<file path="src/common/amtc_pkg.sv">
// package: register map, field layout and timing constants for mode control
package amtc_pkg;

	// ----------------------------------------------------------------
	// clock and timing
	// ----------------------------------------------------------------
	localparam int CLK_MHZ = 50;
	localparam int SETTLE_FAST_US = 1;
	localparam int SETTLE_NORM_US = 14;
	localparam int SETTLE_FAST_CYC = SETTLE_FAST_US * CLK_MHZ;
	localparam int SETTLE_NORM_CYC = SETTLE_NORM_US * CLK_MHZ;
	localparam int CNT_W = 10;

	// ----------------------------------------------------------------
	// register map (word addresses on the avalon bus)
	// ----------------------------------------------------------------
	localparam logic [3:0] ADDR_MODE = 4'h0;
	localparam logic [3:0] ADDR_STATUS = 4'h1;
	localparam logic [7:0] MODE_RESET = 8'h00;

	// ----------------------------------------------------------------
	// field layout of converter_mode_control
	// ----------------------------------------------------------------
	localparam int BIT_CONV_EN = 7;
	localparam int BIT_SCAN = 6;
	localparam int BIT_RATIO_HI = 5;
	localparam int BIT_RATIO_LO = 3;
	localparam int BIT_FAST5 = 2;
	localparam int BIT_FAST3 = 1;
	localparam int BIT_BOOST_EN = 0;

	typedef struct packed {
		logic convEn;
		logic scanMode;
		logic [2:0] ratio;
		logic fast5v;
		logic fast3v;
		logic boostEn;
	} amtc_mode_s;

	// core-facing control bundle
	typedef struct packed {
		logic convRun;
		logic convStart;
		logic convAbort;
		logic scanMode;
		logic boosterOn;
		logic boosterReady;
		logic fast;
	} amtc_core_s;

endpackage

</file>
<file path="src/rtl/adc_mode_timing_control.sv">
// mode and timing control: mode register, booster, conversion timer
`timescale 1ns/1ps
`default_nettype none
module adc_mode_timing_control (
	input wire logic mclk,
	input wire logic rst,
	input wire logic [3:0] avs_address,
	input wire logic avs_read,
	input wire logic avs_write,
	input wire logic [31:0] avs_writedata,
	output logic [31:0] avs_readdata,
	output logic avs_waitrequest,
	output amtc_pkg::amtc_core_s core,
	output logic convDone
);
	// ----------------------------------------------------------------
	// state
	// ----------------------------------------------------------------
	typedef enum logic [1:0] {
		BOOST_OFF,
		BOOST_SETTLE,
		BOOST_READY
	} amtc_boost_e;

	typedef struct packed {
		amtc_pkg::amtc_mode_s mode;
		amtc_boost_e boost;
		logic [11:0] settleCnt;
		logic [amtc_pkg::CNT_W-1:0] convCnt;
		logic running;
		logic start;
		logic abort;
		logic done;
		logic illegal;
		amtc_pkg::amtc_core_s core;
	} amtc_state_s;

	amtc_state_s st_r, st_nxt;
	logic modeWr;
	logic [7:0] modeWrData;
	logic [amtc_pkg::CNT_W-1:0] lutCycles;
	logic lutIllegal;
	logic [7:0] statusVal;
	amtc_pkg::amtc_mode_s wrMode;

	// ----------------------------------------------------------------
	// submodules
	// ----------------------------------------------------------------
	amtc_avalon_slave i_amtc_avalon_slave (
		.mclk(mclk),
		.rst(rst),
		.address(avs_address),
		.read(avs_read),
		.write(avs_write),
		.writedata(avs_writedata),
		.modeVal(st_r.mode),
		.statusVal(statusVal),
		.readdata(avs_readdata),
		.waitrequest(avs_waitrequest),
		.modeWr(modeWr),
		.modeWrData(modeWrData)
	);

	amtc_time_lut i_amtc_time_lut (
		.fast5v(st_r.mode.fast5v),
		.fast3v(st_r.mode.fast3v),
		.ratio(st_r.mode.ratio),
		.cycles(lutCycles),
		.illegal(lutIllegal)
	);

	// status: running, booster state, illegal setting seen
	assign statusVal = {4'h0, st_r.illegal, st_r.boost == BOOST_READY,
		st_r.boost != BOOST_OFF, st_r.running};
	assign wrMode = modeWrData;

	// ----------------------------------------------------------------
	// next state
	// ----------------------------------------------------------------
	always_comb begin
		logic fastMode;
		logic [11:0] settleTarget;
		fastMode = 1'b0;
		settleTarget = 12'h000;
		st_nxt = st_r;
		st_nxt.start = 1'b0;
		st_nxt.abort = 1'b0;
		st_nxt.done = 1'b0;
		fastMode = st_r.mode.fast5v | st_r.mode.fast3v;
		settleTarget = fastMode ? 12'(amtc_pkg::SETTLE_FAST_CYC)
			: 12'(amtc_pkg::SETTLE_NORM_CYC);

		// register write; same-value rewrite in fast mode restarts
		if (modeWr) begin
			st_nxt.mode = wrMode;
			if (st_r.running && fastMode && wrMode.convEn
				&& wrMode == st_r.mode) begin
				st_nxt.abort = 1'b1;
				st_nxt.running = 1'b0;
			end
		end

		// forbidden combinations are flagged, not corrected
		if (lutIllegal) begin
			st_nxt.illegal = 1'b1;
		end

		// booster: explicit enable or auto-on with conversion enable
		case (st_r.boost)
			BOOST_OFF: begin
				if (st_r.mode.boostEn | st_r.mode.convEn) begin
					st_nxt.boost = BOOST_SETTLE;
					st_nxt.settleCnt = 12'h000;
				end
			end
			BOOST_SETTLE: begin
				if (~st_r.mode.boostEn & ~st_r.mode.convEn) begin
					st_nxt.boost = BOOST_OFF;
				end else if (st_r.settleCnt >= settleTarget - 12'h001) begin
					st_nxt.boost = BOOST_READY;
				end else begin
					st_nxt.settleCnt = st_r.settleCnt + 12'h001;
				end
			end
			BOOST_READY: begin
				if (~st_r.mode.boostEn & ~st_r.mode.convEn) begin
					st_nxt.boost = BOOST_OFF;
				end
			end
			default: st_nxt.boost = BOOST_OFF;
		endcase

		// conversion timer
		if (~st_r.mode.convEn) begin
			st_nxt.running = 1'b0;
			st_nxt.convCnt = '0;
		end else if (~st_nxt.running || st_nxt.abort) begin
			// begin (or restart) a conversion from the beginning
			st_nxt.running = 1'b1;
			st_nxt.start = 1'b1;
			st_nxt.convCnt = lutCycles - 10'h001;
		end else if (st_r.convCnt == '0) begin
			// back to back: conversions repeat while enabled
			st_nxt.done = 1'b1;
			st_nxt.start = 1'b1;
			st_nxt.convCnt = lutCycles - 10'h001;
		end else begin
			st_nxt.convCnt = st_r.convCnt - 10'h001;
		end

		// core bundle registered so every output is a flip-flop
		st_nxt.core.convRun = st_nxt.running;
		st_nxt.core.convStart = st_nxt.start;
		st_nxt.core.convAbort = st_nxt.abort;
		st_nxt.core.scanMode = st_nxt.mode.scanMode;
		st_nxt.core.boosterOn = st_nxt.boost != BOOST_OFF;
		st_nxt.core.boosterReady = st_nxt.boost == BOOST_READY;
		st_nxt.core.fast = st_nxt.mode.fast5v | st_nxt.mode.fast3v;
		// fast flags select the table row above
	end

	// ----------------------------------------------------------------
	// registers
	// ----------------------------------------------------------------
	always_ff @(posedge mclk) begin
		if (rst) begin
			st_r <= '0;
			st_r.mode <= amtc_pkg::MODE_RESET;
			st_r.boost <= BOOST_OFF;
		end else begin
			st_r <= st_nxt;
		end
	end

	assign core = st_r.core;
	assign convDone = st_r.done;
endmodule
`default_nettype wire

</file>
<file path="src/rtl/amtc_time_lut.sv">
// lookup of conversion length in main-clock cycles from mode and ratio
`timescale 1ns/1ps
`default_nettype none
module amtc_time_lut (
	input wire logic fast5v,
	input wire logic fast3v,
	input wire logic [2:0] ratio,
	output logic [amtc_pkg::CNT_W-1:0] cycles,
	output logic illegal
);
	always_comb begin
		cycles = 10'h120;
		illegal = 1'b0;
		case ({fast5v, fast3v})
			2'b00: begin
				case (ratio)
					3'h0: cycles = 10'h120;
					3'h1: cycles = 10'h0f0;
					3'h2: cycles = 10'h0c0;
					3'h4: cycles = 10'h090;
					3'h5: cycles = 10'h078;
					3'h6: cycles = 10'h060;
					default: illegal = 1'b1;
				endcase
			end
			2'b01: begin
				case (ratio)
					3'h0: cycles = 10'h060;
					3'h1: cycles = 10'h048;
					3'h2: cycles = 10'h030;
					3'h3: cycles = 10'h018;
					3'h4: cycles = 10'h0e0;
					3'h5: cycles = 10'h0a8;
					3'h6: cycles = 10'h070;
					default: cycles = 10'h038;
				endcase
			end
			2'b10: begin
				case (ratio)
					3'h0: cycles = 10'h048;
					3'h1: cycles = 10'h036;
					3'h2: cycles = 10'h024;
					3'h3: cycles = 10'h012;
					default: illegal = 1'b1;
				endcase
			end
			default: illegal = 1'b1;
		endcase
	end
endmodule
`default_nettype wire

</file>
<file path="src/rtl/amtc_avalon_slave.sv">
// avalon-mm slave front end: decodes one access, one-cycle waitrequest
`timescale 1ns/1ps
`default_nettype none
module amtc_avalon_slave (
	input wire logic mclk,
	input wire logic rst,
	input wire logic [3:0] address,
	input wire logic read,
	input wire logic write,
	input wire logic [31:0] writedata,
	input wire logic [7:0] modeVal,
	input wire logic [7:0] statusVal,
	output logic [31:0] readdata,
	output logic waitrequest,
	output logic modeWr,
	output logic [7:0] modeWrData
);
	// waitrequest drops for one cycle per access, so each access is seen once
	typedef struct packed {
		logic ack;
		logic [31:0] rdata;
	} amtc_bus_s;
	amtc_bus_s st_r, st_nxt;

	always_comb begin
		st_nxt = st_r;
		st_nxt.ack = (read | write) & ~st_r.ack;
		if (read & ~st_r.ack) begin
			case (address)
				amtc_pkg::ADDR_MODE: st_nxt.rdata = {24'h000000, modeVal};
				amtc_pkg::ADDR_STATUS:
					st_nxt.rdata = {24'h000000, statusVal};
				default: st_nxt.rdata = 32'h00000000;
			endcase
		end
	end

	always_ff @(posedge mclk) begin
		if (rst) begin
			st_r <= '0;
		end else begin
			st_r <= st_nxt;
		end
	end

	assign readdata = st_r.rdata;
	assign waitrequest = ~st_r.ack;
	// the write lands on the very edge that samples waitrequest low
	assign modeWr = write & st_r.ack & (address == amtc_pkg::ADDR_MODE);
	assign modeWrData = writedata[7:0];
endmodule
`default_nettype wire

</file>
<file path="config.mk">
export PLATFORM = sky130hd
export DESIGN_NAME = adc_mode_timing_control
export DESIGN_NICKNAME = d
export VERILOG_FILES = /design/src/common/amtc_pkg.sv /design/src/rtl/adc_mode_timing_control.sv /design/src/rtl/amtc_time_lut.sv /design/src/rtl/amtc_avalon_slave.sv
export SDC_FILE = /design/constraint.sdc
export NUM_CORES = 1
export LEC_CHECK = 0
export BUFFER_PORTS_ARGS = -buffer_cell sky130_fd_sc_hd__buf_2
export CAP_MARGIN = 40
export CELL_PAD_IN_SITES_DETAIL_PLACEMENT = 1
export CELL_PAD_IN_SITES_GLOBAL_PLACEMENT = 1
export CORE_MARGIN = 2
export CORE_UTILIZATION = 25
export DETAILED_ROUTE_END_ITERATION = 7
export GPL_ROUTABILITY_DRIVEN = 1
export PLACE_DENSITY_LB_ADDON = 0.1
export SLEW_MARGIN = 40
export SYNTH_ARGS = -nofsm -noshare
export SYNTH_HDL_FRONTEND = slang
export SYNTH_SLANG_ARGS = --single-unit
</file>
<file path="constraint.sdc">
create_clock -name mclk -period 3.8 [get_ports mclk]
set_clock_uncertainty 0.05 [all_clocks]
set_input_delay 0.76 -clock mclk [delete_from_list [all_inputs] [get_ports mclk]]
set_output_delay 0.76 -clock mclk [all_outputs]
set_load 0.01 [all_outputs]
</file>
==> metrics.log, run 1 <==
[metrics] outcome: finished, final reports clean
[metrics] buffer count from post-CTS setup fixing: 0
[metrics] overall via count from detail_route: 2442
[metrics] switching fraction of total power: 0.2234
[metrics] share of flip-flops with an asynchronous set or reset after synthesis: 0
[metrics] leakage power summed over all cells: between 1 and 1.5 nW
[metrics] DP HPWL: 5598 microns
[metrics] time the worst path needs with I/O delays and setup: about 2.8 ns
[metrics] number of cells on the worst reg-to-reg path: 9
[metrics] GRT Residual Overflow: 0
[metrics] terminus of the critical flop-to-flop path: st_r[29]
[metrics] Slew HR: 0.5353
[metrics] clock tree from TritonCTS: yes
[metrics] hold-fix buffer count after cts: 0
[metrics] Post-synth top flop: sky130_fd_sc_hd__dfxtp_1
[metrics] proportion of synthesized chip area in sequential cells: 0.3216
[metrics] CP Class: flip-flop to flip-flop
[metrics] Hold WC Path Type: flip-flop to flip-flop
[metrics] area fraction of the dominant cell type after synthesis: 0.3216
[metrics] capture endpoint of the worst hold path: i_amtc_avalon_slave.st_r[32]
[metrics] CTS-repair resized insts: 0
[metrics] power dissipated by switching net loads: 247.6 uW
[metrics] Die Footprint: between 10000 and 15000 sq um
[metrics] worst path required time: just under 4 ns
[metrics] fin nets: 431
[metrics] final antenna diode count: 0
[metrics] setup slack of the most critical reg-to-reg path: about 1.0 ns
[metrics] clock latency reported for the late side of the worst-skew pair: 0.30 ns
[metrics] vias in the first global route: 2507
[metrics] clock-pin slew on the worst setup and hold paths: around 0.07 ns
[metrics] cell at the root of the clock tree: sky130_fd_sc_hd__clkbuf_16
[metrics] max-capacitance violation count: 0
[metrics] final number of hold-violating endpoints: 0
[metrics] routed via count divided by cell count: 4.634
[metrics] startpoint of the most critical hold path: i_amtc_avalon_slave.st_r[32]
[metrics] detailed-route wire length per cell: 14.37 microns
[metrics] setup TNS after final layout: 0 ns
[metrics] power per cell area: 336.5 nW/um^2
[metrics] Clk network pwr share: 0.482
[metrics] Residual DRC: 0
[metrics] Routed Wire Length: roughly 7600 microns
[metrics] most area-consuming cells after synthesis: sky130_fd_sc_hd__dfxtp_1, sky130_fd_sc_hd__buf_4, sky130_fd_sc_hd__nor2_1
[metrics] pin count of the biggest net entering global routing: 30
[metrics] Initial Util: 0.2550
[metrics] EDFF count, synth: 0
[metrics] register bit count reported by yosys: 49
[metrics] Sinks on Clock Net: 49
[metrics] final slew viol count: 0
[metrics] violation count after the first detailed-routing iteration: roughly 110
[metrics] total global-route track usage: 0.1235
[metrics] routability cong.: ~0.72
[metrics] area of the mapped netlist: roughly 3100 sq um
[metrics] unrepaired setup endpoints after global routing: no
[metrics] Core Region: between 10000 and 15000 sq um
[metrics] sequential share of power: 0.466
[metrics] worst slew pin tran: ~0.70 ns
[metrics] number of stages on the worst hold path: 1
[metrics] first-pass detailed-route iteration total: 4
[metrics] post-synthesis cell type with the largest combined area: sky130_fd_sc_hd__dfxtp_1
[metrics] Cell Rows: 40
[metrics] Yosys cell types: between 50 and 60
[metrics] number of buffers added by the clock tree synthesis step: 5
[metrics] Cells after Synth: around 370
[metrics] maximum level of the CTS H-tree: 2
[metrics] die extent in y: between 100 and 150 microns
[metrics] final total power: 1.108 mW
[metrics] P&R area growth vs syn: 7.998%
[metrics] Fmax: ~360 MHz
[metrics] total setup violations reported at the end of the flow: 0
[metrics] Arr. time, crit path: slightly below 3 ns
[metrics] warning count from the yosys run: 0
[metrics] most frequent cells after synthesis: sky130_fd_sc_hd__dfxtp_1, sky130_fd_sc_hd__nor2_1, sky130_fd_sc_hd__buf_4
[metrics] internal power of the cells: 860.8 uW
[metrics] antenna viol nets, final: 0
[metrics] number of antenna violations at the first check in global routing: 0
[metrics] horizontal die dimension: between 100 and 150 microns
[metrics] global-route wire length before repair: ~13000 microns
[metrics] most used standard cell by instance count after synthesis: sky130_fd_sc_hd__dfxtp_1
[metrics] Critical Path Sink Type: flip-flop
[metrics] reg-to-reg critical path startpoint: st_r[37]
[metrics] critical path launch point: st_r[37]
[metrics] fraction of layout instances using a drive strength above 1: 0.1289
[metrics] I/O pin total: 81
[metrics] maximum count of clock buffers along a single path: 2
[metrics] ratio of final minimum period to clock period: 0.7319
[metrics] peak fanout along the critical path: 14
[metrics] number of port buffers: 32
[metrics] average cell area after synthesis: ~8 sq um
[metrics] worst vdd rail ir drop: ~0.14 mV
[metrics] crit path launch type: flip-flop
[metrics] relative contribution of combinational cells to total power: 0.051
==> kinds of logic after synthesis <==
| kind of cell | after synthesis | synth area share |
|---|---|---|
| buf+inv | 74 | 0.1448 |
| other cells | 1 | 0.001229 |
| xor+xnor | 18 | 0.05168 |
| fa+ha+maj | 12 | 0.04922 |
| mux | 15 | 0.04922 |
| flops | 49 | 0.3216 |
| simple gates | 137 | 0.2342 |
| compound gates | 67 | 0.1481 |
==> power by group through the flow <==
stage          clock (mW)  combinational [mW]  sequential, mW
6_report            0.534              0.0569           0.517
4_1_cts             0.558              0.0579           0.517
5_1_grt             0.574              0.0646           0.517
3_3_place_gp            0              0.0574           0.529
3_5_place_dp            0              0.0578           0.529
2_1_floorplan           0              0.0580           0.528
==> cell usage in the layout (no fill, tap or decap), types with 2 or more instances in the layout <==
cell type	count
sky130_fd_sc_hd__mux2i_1	15
sky130_fd_sc_hd__o211ai_1	2
sky130_fd_sc_hd__a211oi_1	6
sky130_fd_sc_hd__nor2b_1	6
sky130_fd_sc_hd__or4_1	4
sky130_fd_sc_hd__nand3b_1	5
sky130_fd_sc_hd__nor4_1	3
sky130_fd_sc_hd__o31ai_1	4
sky130_fd_sc_hd__a21o_1	4
sky130_fd_sc_hd__or3_1	5
sky130_fd_sc_hd__nand3_1	9
sky130_fd_sc_hd__nor3_1	17
sky130_fd_sc_hd__a31oi_1	3
sky130_fd_sc_hd__conb_1	24
sky130_fd_sc_hd__nand2b_1	4
sky130_fd_sc_hd__inv_1	14
sky130_fd_sc_hd__nand4_1	2
sky130_fd_sc_hd__nor2_1	45
sky130_fd_sc_hd__and4_1	2
sky130_fd_sc_hd__a211o_1	2
sky130_fd_sc_hd__ha_1	12
sky130_fd_sc_hd__buf_4	4
sky130_fd_sc_hd__buf_2	32
sky130_fd_sc_hd__nor4b_1	2
sky130_fd_sc_hd__and3_1	3
sky130_fd_sc_hd__nand2_1	17
sky130_fd_sc_hd__nor3b_1	3
sky130_fd_sc_hd__dfxtp_1	49
sky130_fd_sc_hd__xnor2_1	6
sky130_fd_sc_hd__a22oi_1	4
sky130_fd_sc_hd__a21oi_1	23
sky130_fd_sc_hd__clkbuf_16	5
sky130_fd_sc_hd__o21ai_0	8
sky130_fd_sc_hd__xor2_1	12
sky130_fd_sc_hd__o22ai_1	2
sky130_fd_sc_hd__or2_1	2
==> metal layers <==
metal	part of all wire	GRT usage	vias up
met5	0	0	-
met1	0.46	0.1546	1163
li1	-	-	1245
met2	0.50	0.2130	25
met4	0.019	0.04553	0
met3	0.022	0.02012	9
==> flip-flops by register name, summed over array words and instances, names as in the netlist <==
register,cells
st_r,32
i_amtc_avalon_slave.readdata,8
core,7
convDone,1
i_amtc_avalon_slave.st_r,1
==> per-stage QoR <==
step	setup slack [ns]	instance area, sq um	hold WS, ns	util	cells
after floorplan	1.003	3137	0.3719	-	396
after global placement	0.8686	3122	0.3997	0.2610	519
after detailed placement	0.8561	3122	0.4104	0.2610	519
after CTS	0.9877	3294	0.4212	0.2754	527
after global routing	0.8388	3294	0.4289	0.2754	527
final	1.019	3294	0.4147	0.2754	527
==> worst max-delay path, stage by stage (launching register included) <==
cell and delay [ns]:
sky130_fd_sc_hd__dfxtp_1 0.31, sky130_fd_sc_hd__nor2_1 0.19, sky130_fd_sc_hd__inv_1 0.14, sky130_fd_sc_hd__ha_1 0.29
sky130_fd_sc_hd__a211o_1 0.29, sky130_fd_sc_hd__a21o_1 0.21, sky130_fd_sc_hd__a2111oi_4 0.35, sky130_fd_sc_hd__nor2_2 0.20
sky130_fd_sc_hd__or4_1 0.53, sky130_fd_sc_hd__a21oi_1 0.15
==> worst max-delay path by stage <==
stage               slack (ns)       end
global placement          0.87  st_r[13]
CTS                       0.99  st_r[29]
finish                    1.02  st_r[29]
floorplan                 1.00  st_r[29]
global route              0.84  st_r[29]
detailed placement        0.86  st_r[13]
==> layout make-up <==
cell class              count  area [sq um]
well taps                 147         183.9
clock buffers               7         142.6
flip-flops and latches     49         980.9
clock inverters             1         30.03
fillers                  1434          8667
multi-input cells         273          1714
repair buffers             36         190.2
inverters                  14         52.55
Power figures use the tool's default switching activity.
==> inputs of run 2 (changes only) <==
==> constraint.sdc (replaced) <==
create_clock -name mclk -period 2.9 [get_ports mclk]
set_clock_uncertainty 0.05 [all_clocks]
set_input_delay 0.58 -clock mclk [delete_from_list [all_inputs] [get_ports mclk]]
set_output_delay 0.58 -clock mclk [all_outputs]
set_load 0.01 [all_outputs]
==> run 2 against run 1 <==
Net effect:
- combinational power up 38%
- cell count is 1.5% higher
- critical path type unchanged
- sequential cell count unchanged
- sequential power is 31% higher
- die area unchanged
- fmax grew 2.9%
- first-iteration DRC count fell by 54%
- wire length shrank 0.17%
- utilization up 0.33 points
- largest cell class unchanged
==> metrics.log, run 2 (synthesis results as in run 1) <==
[metrics] outcome: finished, final reports clean
[metrics] Critical Path Sink Type: flip-flop
[metrics] hold-fix buffer count after cts: 0 (unchanged)
[metrics] Finished Core Util: 0.2788 (+0.003348)
[metrics] number of buffers added by the clock tree synthesis step: 5 (unchanged)
[metrics] number of flip-flops in the largest register: 32 (unchanged)
[metrics] cells traversed along the worst timing path: nor2_2 -> inv_2 -> ha_1 -> a211o_1 -> a21o_1 -> a2111oi_4 -> nor2_4 -> or4_1 -> a21oi_1
[metrics] critical path launch point: st_r[37]
[metrics] peak fanout along the critical path: 11 (-3)
[metrics] number of antenna violations at the first check in global routing: 0 (unchanged)
[metrics] routed via count divided by cell count: 4.712 (+1.7%)
[metrics] internal power of the cells: 1.009 mW (+17%)
[metrics] Residual DRC: 0 (unchanged)
[metrics] max-capacitance violation count: 0 (unchanged)
[metrics] Arr. time, crit path: 2.87 ns (-0.09 ns)
[metrics] maximum level of the CTS H-tree: 2 (unchanged)
[metrics] number of port buffers: 32 (unchanged)
[metrics] clock tree from TritonCTS: yes
[metrics] setup TNS after final layout: 0 ns (unchanged)
[metrics] switching fraction of total power: 0.2292 (+0.005815)
[metrics] routability cong.: 0.7200 (about the same)
[metrics] setup slack of the most critical reg-to-reg path: 0.20 ns (-0.82 ns)
[metrics] top cell family by delay on the critical path: compound AO/OA/AOI/OAI gates
[metrics] Fmax: 370.1 MHz (+2.9%)
[metrics] CP Depth: 9 (unchanged)
[metrics] final antenna diode count: 0 (unchanged)
[metrics] Core Region: 11960 sq um (unchanged)
[metrics] power dissipated by switching net loads: 299.9 uW (+21%)
[metrics] critical path buffer and inverter count: 1 (unchanged)
[metrics] crit path launch type: flip-flop
[metrics] Hold WC Path Type: flip-flop to flip-flop
[metrics] GRT Residual Overflow: 0 (unchanged)
[metrics] total setup violations reported at the end of the flow: 0 (unchanged)
[metrics] time the worst path needs with I/O delays and setup: 2.702 ns (-0.07891 ns)
[metrics] violation count after the first detailed-routing iteration: 48 (-54%)
[metrics] area of combinational cells with multiple inputs: 1722 sq um (+0.44%)
[metrics] pin count of the biggest net entering global routing: 21 (-30%)
[metrics] slowest library cell on the worst path: sky130_fd_sc_hd__or4_1
[metrics] number of stages on the worst hold path: 1 (unchanged)
[metrics] reg-to-reg critical path startpoint: st_r[37]
[metrics] worst slew pin tran: 0.6675 ns (-0.02856 ns)
[metrics] final slew viol count: 0 (unchanged)
[metrics] detailed-route wire length per cell: 14.13 microns (-1.7%)
[metrics] antenna viol nets, final: 0 (unchanged)
[metrics] sequential share of power: 0.518 (+0.052)
[metrics] Routed Wire Length: 7558 microns (-0.17%)
[metrics] total global-route track usage: 0.1220 (-0.001582)
[metrics] commonest cells after routing, fill and taps aside: sky130_fd_sc_hd__dfxtp_1, sky130_fd_sc_hd__nor2_1, sky130_fd_sc_hd__buf_2
[metrics] vias in the first global route: 2496 (-0.44%)
[metrics] DP HPWL: 5729 microns (+2.3%)
[metrics] Cell Count Post-Placement: 524 (+0.96%)
[metrics] Clk network pwr share: 0.422 (-0.060)
[metrics] Die Footprint: 13100 sq um (unchanged)
[metrics] CP Class: flip-flop to flip-flop
[metrics] Cell Rows: 40 (unchanged)
[metrics] leakage power summed over all cells: 1.479 nW (+2.0%)
[metrics] clock latency reported for the late side of the worst-skew pair: 0.29 ns (about the same)
[metrics] cell at the root of the clock tree: sky130_fd_sc_hd__clkbuf_16
[metrics] terminus of the critical flop-to-flop path: st_r[29]
[metrics] Initial Util: 0.2550 (unchanged)
[metrics] largest register by flop count: st_r
[metrics] Sinks on Clock Net: 49 (unchanged)
[metrics] Slew HR: 0.5544 (+0.01907)
[metrics] die extent in y: 114.5 microns (unchanged)
[metrics] sequential cell area in the final layout: 980.9 sq um (unchanged)
[metrics] fin nets: 441 (+2.3%)
[metrics] worst vdd rail ir drop: 0.1770 mV (+30%)
[metrics] CP Capture Point: st_r[29]
[metrics] overall via count from detail_route: 2521 (+3.2%)
[metrics] clock-pin slew on the worst setup and hold paths: 0.06 ns (about the same)
[metrics] power per cell area: 392.4 nW/um^2 (+17%)
[metrics] slowest stage delay, CP: 0.51 ns (-0.02 ns)
[metrics] P&R area growth vs syn: 9.311%
[metrics] maximum count of clock buffers along a single path: 2 (unchanged)
[metrics] ratio of final minimum period to clock period: 0.9318 (+0.1999)
[metrics] number of cells on the worst reg-to-reg path: 9 (unchanged)
[metrics] worst path required time: 3.07 ns (-0.91 ns)
[metrics] final number of hold-violating endpoints: 0 (unchanged)
[metrics] horizontal die dimension: 114.5 microns (unchanged)
[metrics] filler-free cell count of the finished design: 535 (+1.5%)
[metrics] fraction of layout instances using a drive strength above 1: 0.1546 (+0.02569)
[metrics] most common cell after layout, fill and taps aside: sky130_fd_sc_hd__dfxtp_1
[metrics] first-pass detailed-route iteration total: 4 (unchanged)
[metrics] I/O pin total: 81 (unchanged)
[metrics] relative contribution of combinational cells to total power: 0.060 (+0.009)
[metrics] final-layout worst hold slack: 0.4065 ns (-0.008265 ns)
[metrics] number of filler cells placed in the layout: 1443 (+0.63%)
[metrics] global-route wire length before repair: 12630 microns (-1.3%)
run 2: cell count changes in the layout (fill, tap and decap cells not counted), sizes merged:
cell    delta
bufinv     -1
buf       +10
clkbuf     -2
clkinv     +1
run 2: per-stage QoR:
step | power, mW | setup WS (ns) | area [sq um]
after CTS | 1.340 | 0.06053 | 3289
after detailed placement | 0.7701 | 0.08166 | 3159
after floorplan | 0.7681 | 0.1029 | 3137
after global routing | 1.377 | -0.001146 | 3334
after global placement | 0.7700 | 0.1272 | 3159
final | 1.309 | 0.1978 | 3334
run 2: power by group through the flow:
stage	Sequential, mW	Combinational (mW)	Clock (mW)
after floorplan	0.692	0.0760	0
after global placement	0.693	0.0770	0
after detailed placement	0.693	0.0771	0
after CTS	0.677	0.0770	0.585
after global routing	0.678	0.0887	0.611
final	0.678	0.0788	0.552
run 2: worst min path at each step:
stage	start	slack [ns]	endpoint
after CTS	i_amtc_avalon_slave.st_r[32]	0.41	i_amtc_avalon_slave.st_r[32]
after global placement	st_r[33]	0.39	st_r[33]
final	i_amtc_avalon_slave.st_r[32]	0.41	i_amtc_avalon_slave.st_r[32]
after detailed placement	i_amtc_avalon_slave.st_r[32]	0.40	i_amtc_avalon_slave.st_r[32]
after floorplan	i_amtc_avalon_slave.st_r[32]	0.37	i_amtc_avalon_slave.st_r[32]
after global routing	st_r[12]	0.44	st_r[12]
run 2: layer usage:
layer,up-vias,global-route usage,part of all wire
li1,1266,-,-
met1,1227,0.1506,0.46
met2,23,0.2150,0.50
met3,5,0.02065,0.018
met4,0,0.03902,0.015
met5,-,0,0
run 2: area by class of cell:
class / count / share of cell area
inverter: 14 / 0.01576
timing repair buffer: 46 / 0.07955
multi-input combinational: 273 / 0.5163
tap: 147 / 0.05516
sequential: 49 / 0.2942
clock buffer: 5 / 0.03752
clock inverter: 1 / 0.001501
run 2: worst register-to-register path: cells and delay by family (launching register included):
family          cells  cell delay (ns)
compound gates      4             1.11
simple gates        3             0.79
flops               1             0.32
fa+ha+maj           1             0.28
buf+inv             1             0.08
run 2: repair_timing:
action / CTS / global route
resized for setup: 0 / 3
setup endpoints to repair: 0 / 2
setup buffers: 0 / 5
==> inputs of run 3 (changes only) <==
--- a/config.mk
+++ b/config.mk
@@ -14,6 +14,7 @@
 export DETAILED_ROUTE_END_ITERATION = 7
 export GPL_ROUTABILITY_DRIVEN = 1
 export PLACE_DENSITY_LB_ADDON = 0.1
+export REMOVE_ABC_BUFFERS = 1
 export SLEW_MARGIN = 40
 export SYNTH_ARGS = -nofsm -noshare
 export SYNTH_HDL_FRONTEND = slang
==> run 3 against run 2 <==
Net effect:
- setup slack improved by 0.015 ns
- critical path type unchanged
- global-route usage barely moved
- combinational power fell by 4.1%
- critical endpoint unchanged
==> metrics.log, run 3 (synthesis results as in run 1) <==
[metrics] Residual DRC: 0 (unchanged)
[metrics] Hold WC Path Type: flip-flop to flip-flop
[metrics] terminus of the critical flop-to-flop path: st_r[29]
[metrics] power per cell area: 422.8 nW/um^2 (+7.7%)
[metrics] global-route wire length before repair: 12880 microns (+2.0%)
[metrics] number of port buffers: 32 (unchanged)
[metrics] cell at the root of the clock tree: sky130_fd_sc_hd__clkbuf_16
[metrics] CP Class: flip-flop to flip-flop
[metrics] routability cong.: 0.7193 (about the same)
[metrics] unrepaired setup endpoints after global routing: no
[metrics] worst slew pin tran: 0.6851 ns (+0.01764 ns)
[metrics] antenna viol nets, final: 0 (unchanged)
[metrics] peak fanout along the critical path: 14 (+3)
[metrics] number of antenna violations at the first check in global routing: 0 (unchanged)
[metrics] placed cell areas: 3159 sq um (unchanged)
[metrics] number of filler cells placed in the layout: 1452 (+0.62%)
[metrics] max-capacitance violation count: 0 (unchanged)
[metrics] clock tree from TritonCTS: yes
[metrics] clock-pin slew on the worst setup and hold paths: 0.07 ns (about the same)
[metrics] Cell Rows: 40 (unchanged)
[metrics] first-pass detailed-route iteration total: 4 (unchanged)
[metrics] setup slack of the most critical reg-to-reg path: 0.21 ns (+0.02 ns)
[metrics] most common cell after layout, fill and taps aside: sky130_fd_sc_hd__dfxtp_1
[metrics] pin count of the biggest net entering global routing: 21 (unchanged)
[metrics] Finished Core Util: 0.2779 (-0.0008370)
[metrics] fraction of layout instances using a drive strength above 1: 0.1406 (-0.01401)
[metrics] Routed Wire Length: 7493 microns (-0.86%)
[metrics] buffer count from post-CTS setup fixing: 0 (unchanged)
[metrics] ratio of final minimum period to clock period: 0.9266 (-0.005178)
[metrics] routed via count divided by cell count: 4.702 (-0.21%)
[metrics] worst path required time: 3.07 ns (about the same)
[metrics] worst vdd rail ir drop: 0.1840 mV (+4.0%)
[metrics] commonest cells after routing, fill and taps aside: sky130_fd_sc_hd__dfxtp_1, sky130_fd_sc_hd__nor2_1, sky130_fd_sc_hd__buf_2
[metrics] Core Region: 11960 sq um (unchanged)
[metrics] setup TNS after final layout: 0 ns (unchanged)
[metrics] Fmax: 372.1 MHz (+0.56%)
[metrics] number of stages on the worst hold path: 2 (+1)
[metrics] final number of hold-violating endpoints: 0 (unchanged)
[metrics] fin nets: 436 (-1.1%)
[metrics] CTS-repair resized insts: 0 (unchanged)
[metrics] violation count after the first detailed-routing iteration: 161 (+240%)
[metrics] leakage power summed over all cells: 1.472 nW (-0.44%)
[metrics] crit path launch type: flip-flop
[metrics] reg-to-reg critical path startpoint: st_r[37]
[metrics] Die Footprint: 13100 sq um (unchanged)
[metrics] P&R area growth vs syn: 8.983%
[metrics] capture endpoint of the worst hold path: st_r[7]
[metrics] Slew HR: 0.5426 (-0.01177)
[metrics] maximum count of clock buffers along a single path: 2 (unchanged)
[metrics] overall via count from detail_route: 2497 (-0.95%)
[metrics] worst setup margin: 0.2129 ns (+0.01502 ns)
[metrics] startpoint of the most critical hold path: st_r[7]
[metrics] DP HPWL: 5732 microns (about the same)
[metrics] final antenna diode count: 0 (unchanged)
[metrics] outcome: finished, final reports clean
[metrics] die extent in y: 114.5 microns (unchanged)
[metrics] GRT Residual Overflow: 0 (unchanged)
[metrics] final slew viol count: 0 (unchanged)
[metrics] number of cells on the worst reg-to-reg path: 9 (unchanged)
[metrics] hold-fix buffer count after cts: 0 (unchanged)
[metrics] vias in the first global route: 2543 (+1.9%)
[metrics] Critical Path Sink Type: flip-flop
[metrics] maximum level of the CTS H-tree: 2 (unchanged)
[metrics] Arr. time, crit path: 2.86 ns (about the same)
[metrics] largest register by flop count: st_r
[metrics] Initial Util: 0.2550 (unchanged)
[metrics] design area: 3324 sq um (-0.30%)
[metrics] clock latency reported for the late side of the worst-skew pair: 0.29 ns (about the same)
[metrics] Sinks on Clock Net: 49 (unchanged)
[metrics] horizontal die dimension: 114.5 microns (unchanged)
[metrics] pre-CTS setup slack: 0.1989 ns (+0.1172 ns)
[metrics] I/O pin total: 81 (unchanged)
[metrics] total global-route track usage: 0.1223 (+0.0003172)
[metrics] total setup violations reported at the end of the flow: 0 (unchanged)
[metrics] number of buffers added by the clock tree synthesis step: 5 (unchanged)
[metrics] detailed-route wire length per cell: 14.11 microns (-0.11%)
[metrics] time the worst path needs with I/O delays and setup: 2.687 ns (-0.01502 ns)
[metrics] number of flip-flops in the largest register: 32 (unchanged)
[run 3: cell count changes in the layout (fill, tap and decap cells not counted), sizes merged]
cell and delta:
buf -5, bufinv +1
[run 3: critical path, cell delays in order (launching register included)]
cell,delay (ns)
sky130_fd_sc_hd__dfxtp_1,0.31
sky130_fd_sc_hd__nor2_1,0.14
sky130_fd_sc_hd__inv_1,0.13
sky130_fd_sc_hd__ha_1,0.29
sky130_fd_sc_hd__a211o_1,0.28
sky130_fd_sc_hd__a21o_1,0.21
sky130_fd_sc_hd__a2111oi_4,0.39
sky130_fd_sc_hd__nor2_4,0.15
sky130_fd_sc_hd__or4_1,0.52
sky130_fd_sc_hd__a21oi_1,0.15
[run 3: worst max path at each step]
stage	from	to	slack (ns)
after floorplan	st_r[38]	st_r[29]	0.16
final	st_r[37]	st_r[29]	0.21
after CTS	st_r[37]	st_r[29]	0.17
after global routing	st_r[37]	st_r[29]	0.006
after global placement	st_r[37]	st_r[29]	0.23
after detailed placement	st_r[37]	st_r[29]	0.20
[run 3: power by group]
part / internal (mW) / total [mW] / leakage, nW / switching (mW)
logic: 0.0225 / 0.0756 / 0.998 / 0.0532
registers: 0.675 / 0.678 / 0.395 / 0.00252
clock network: 0.401 / 0.652 / 0.0797 / 0.251
[run 3: layout make-up]
type,count,area [sq um],share of cell area
Multi-Input combinational cell,273,1719,0.5171
Sequential cell,49,980.9,0.2951
Timing Repair Buffer,41,227.7,0.06850
Tap cell,147,183.9,0.05533
Clock buffer,5,125.1,0.03764
Inverter,14,52.55,0.01581
Clock inverter,2,35.03,0.01054
[run 3: routing by layer]
metal  vias up  global-route usage  share of wire  wire (microns)
li1       1259                   -              -               -
met1      1197              0.1652           0.49            3685
met2        32              0.2016           0.47            3548
met3         9             0.02065          0.020             151
met4         0             0.03252          0.014             107
met5         -                   0              0               0
[run 3: per-stage QoR]
step	cells	total power, mW	hold slack (ns)
3_3_place_gp	524	0.7691	0.3912
3_5_place_dp	524	0.7690	0.4013
6_report	531	1.406	0.4064
5_1_grt	531	1.468	0.4397
2_1_floorplan	336	0.7347	0.3691
4_1_cts	531	1.436	0.4128
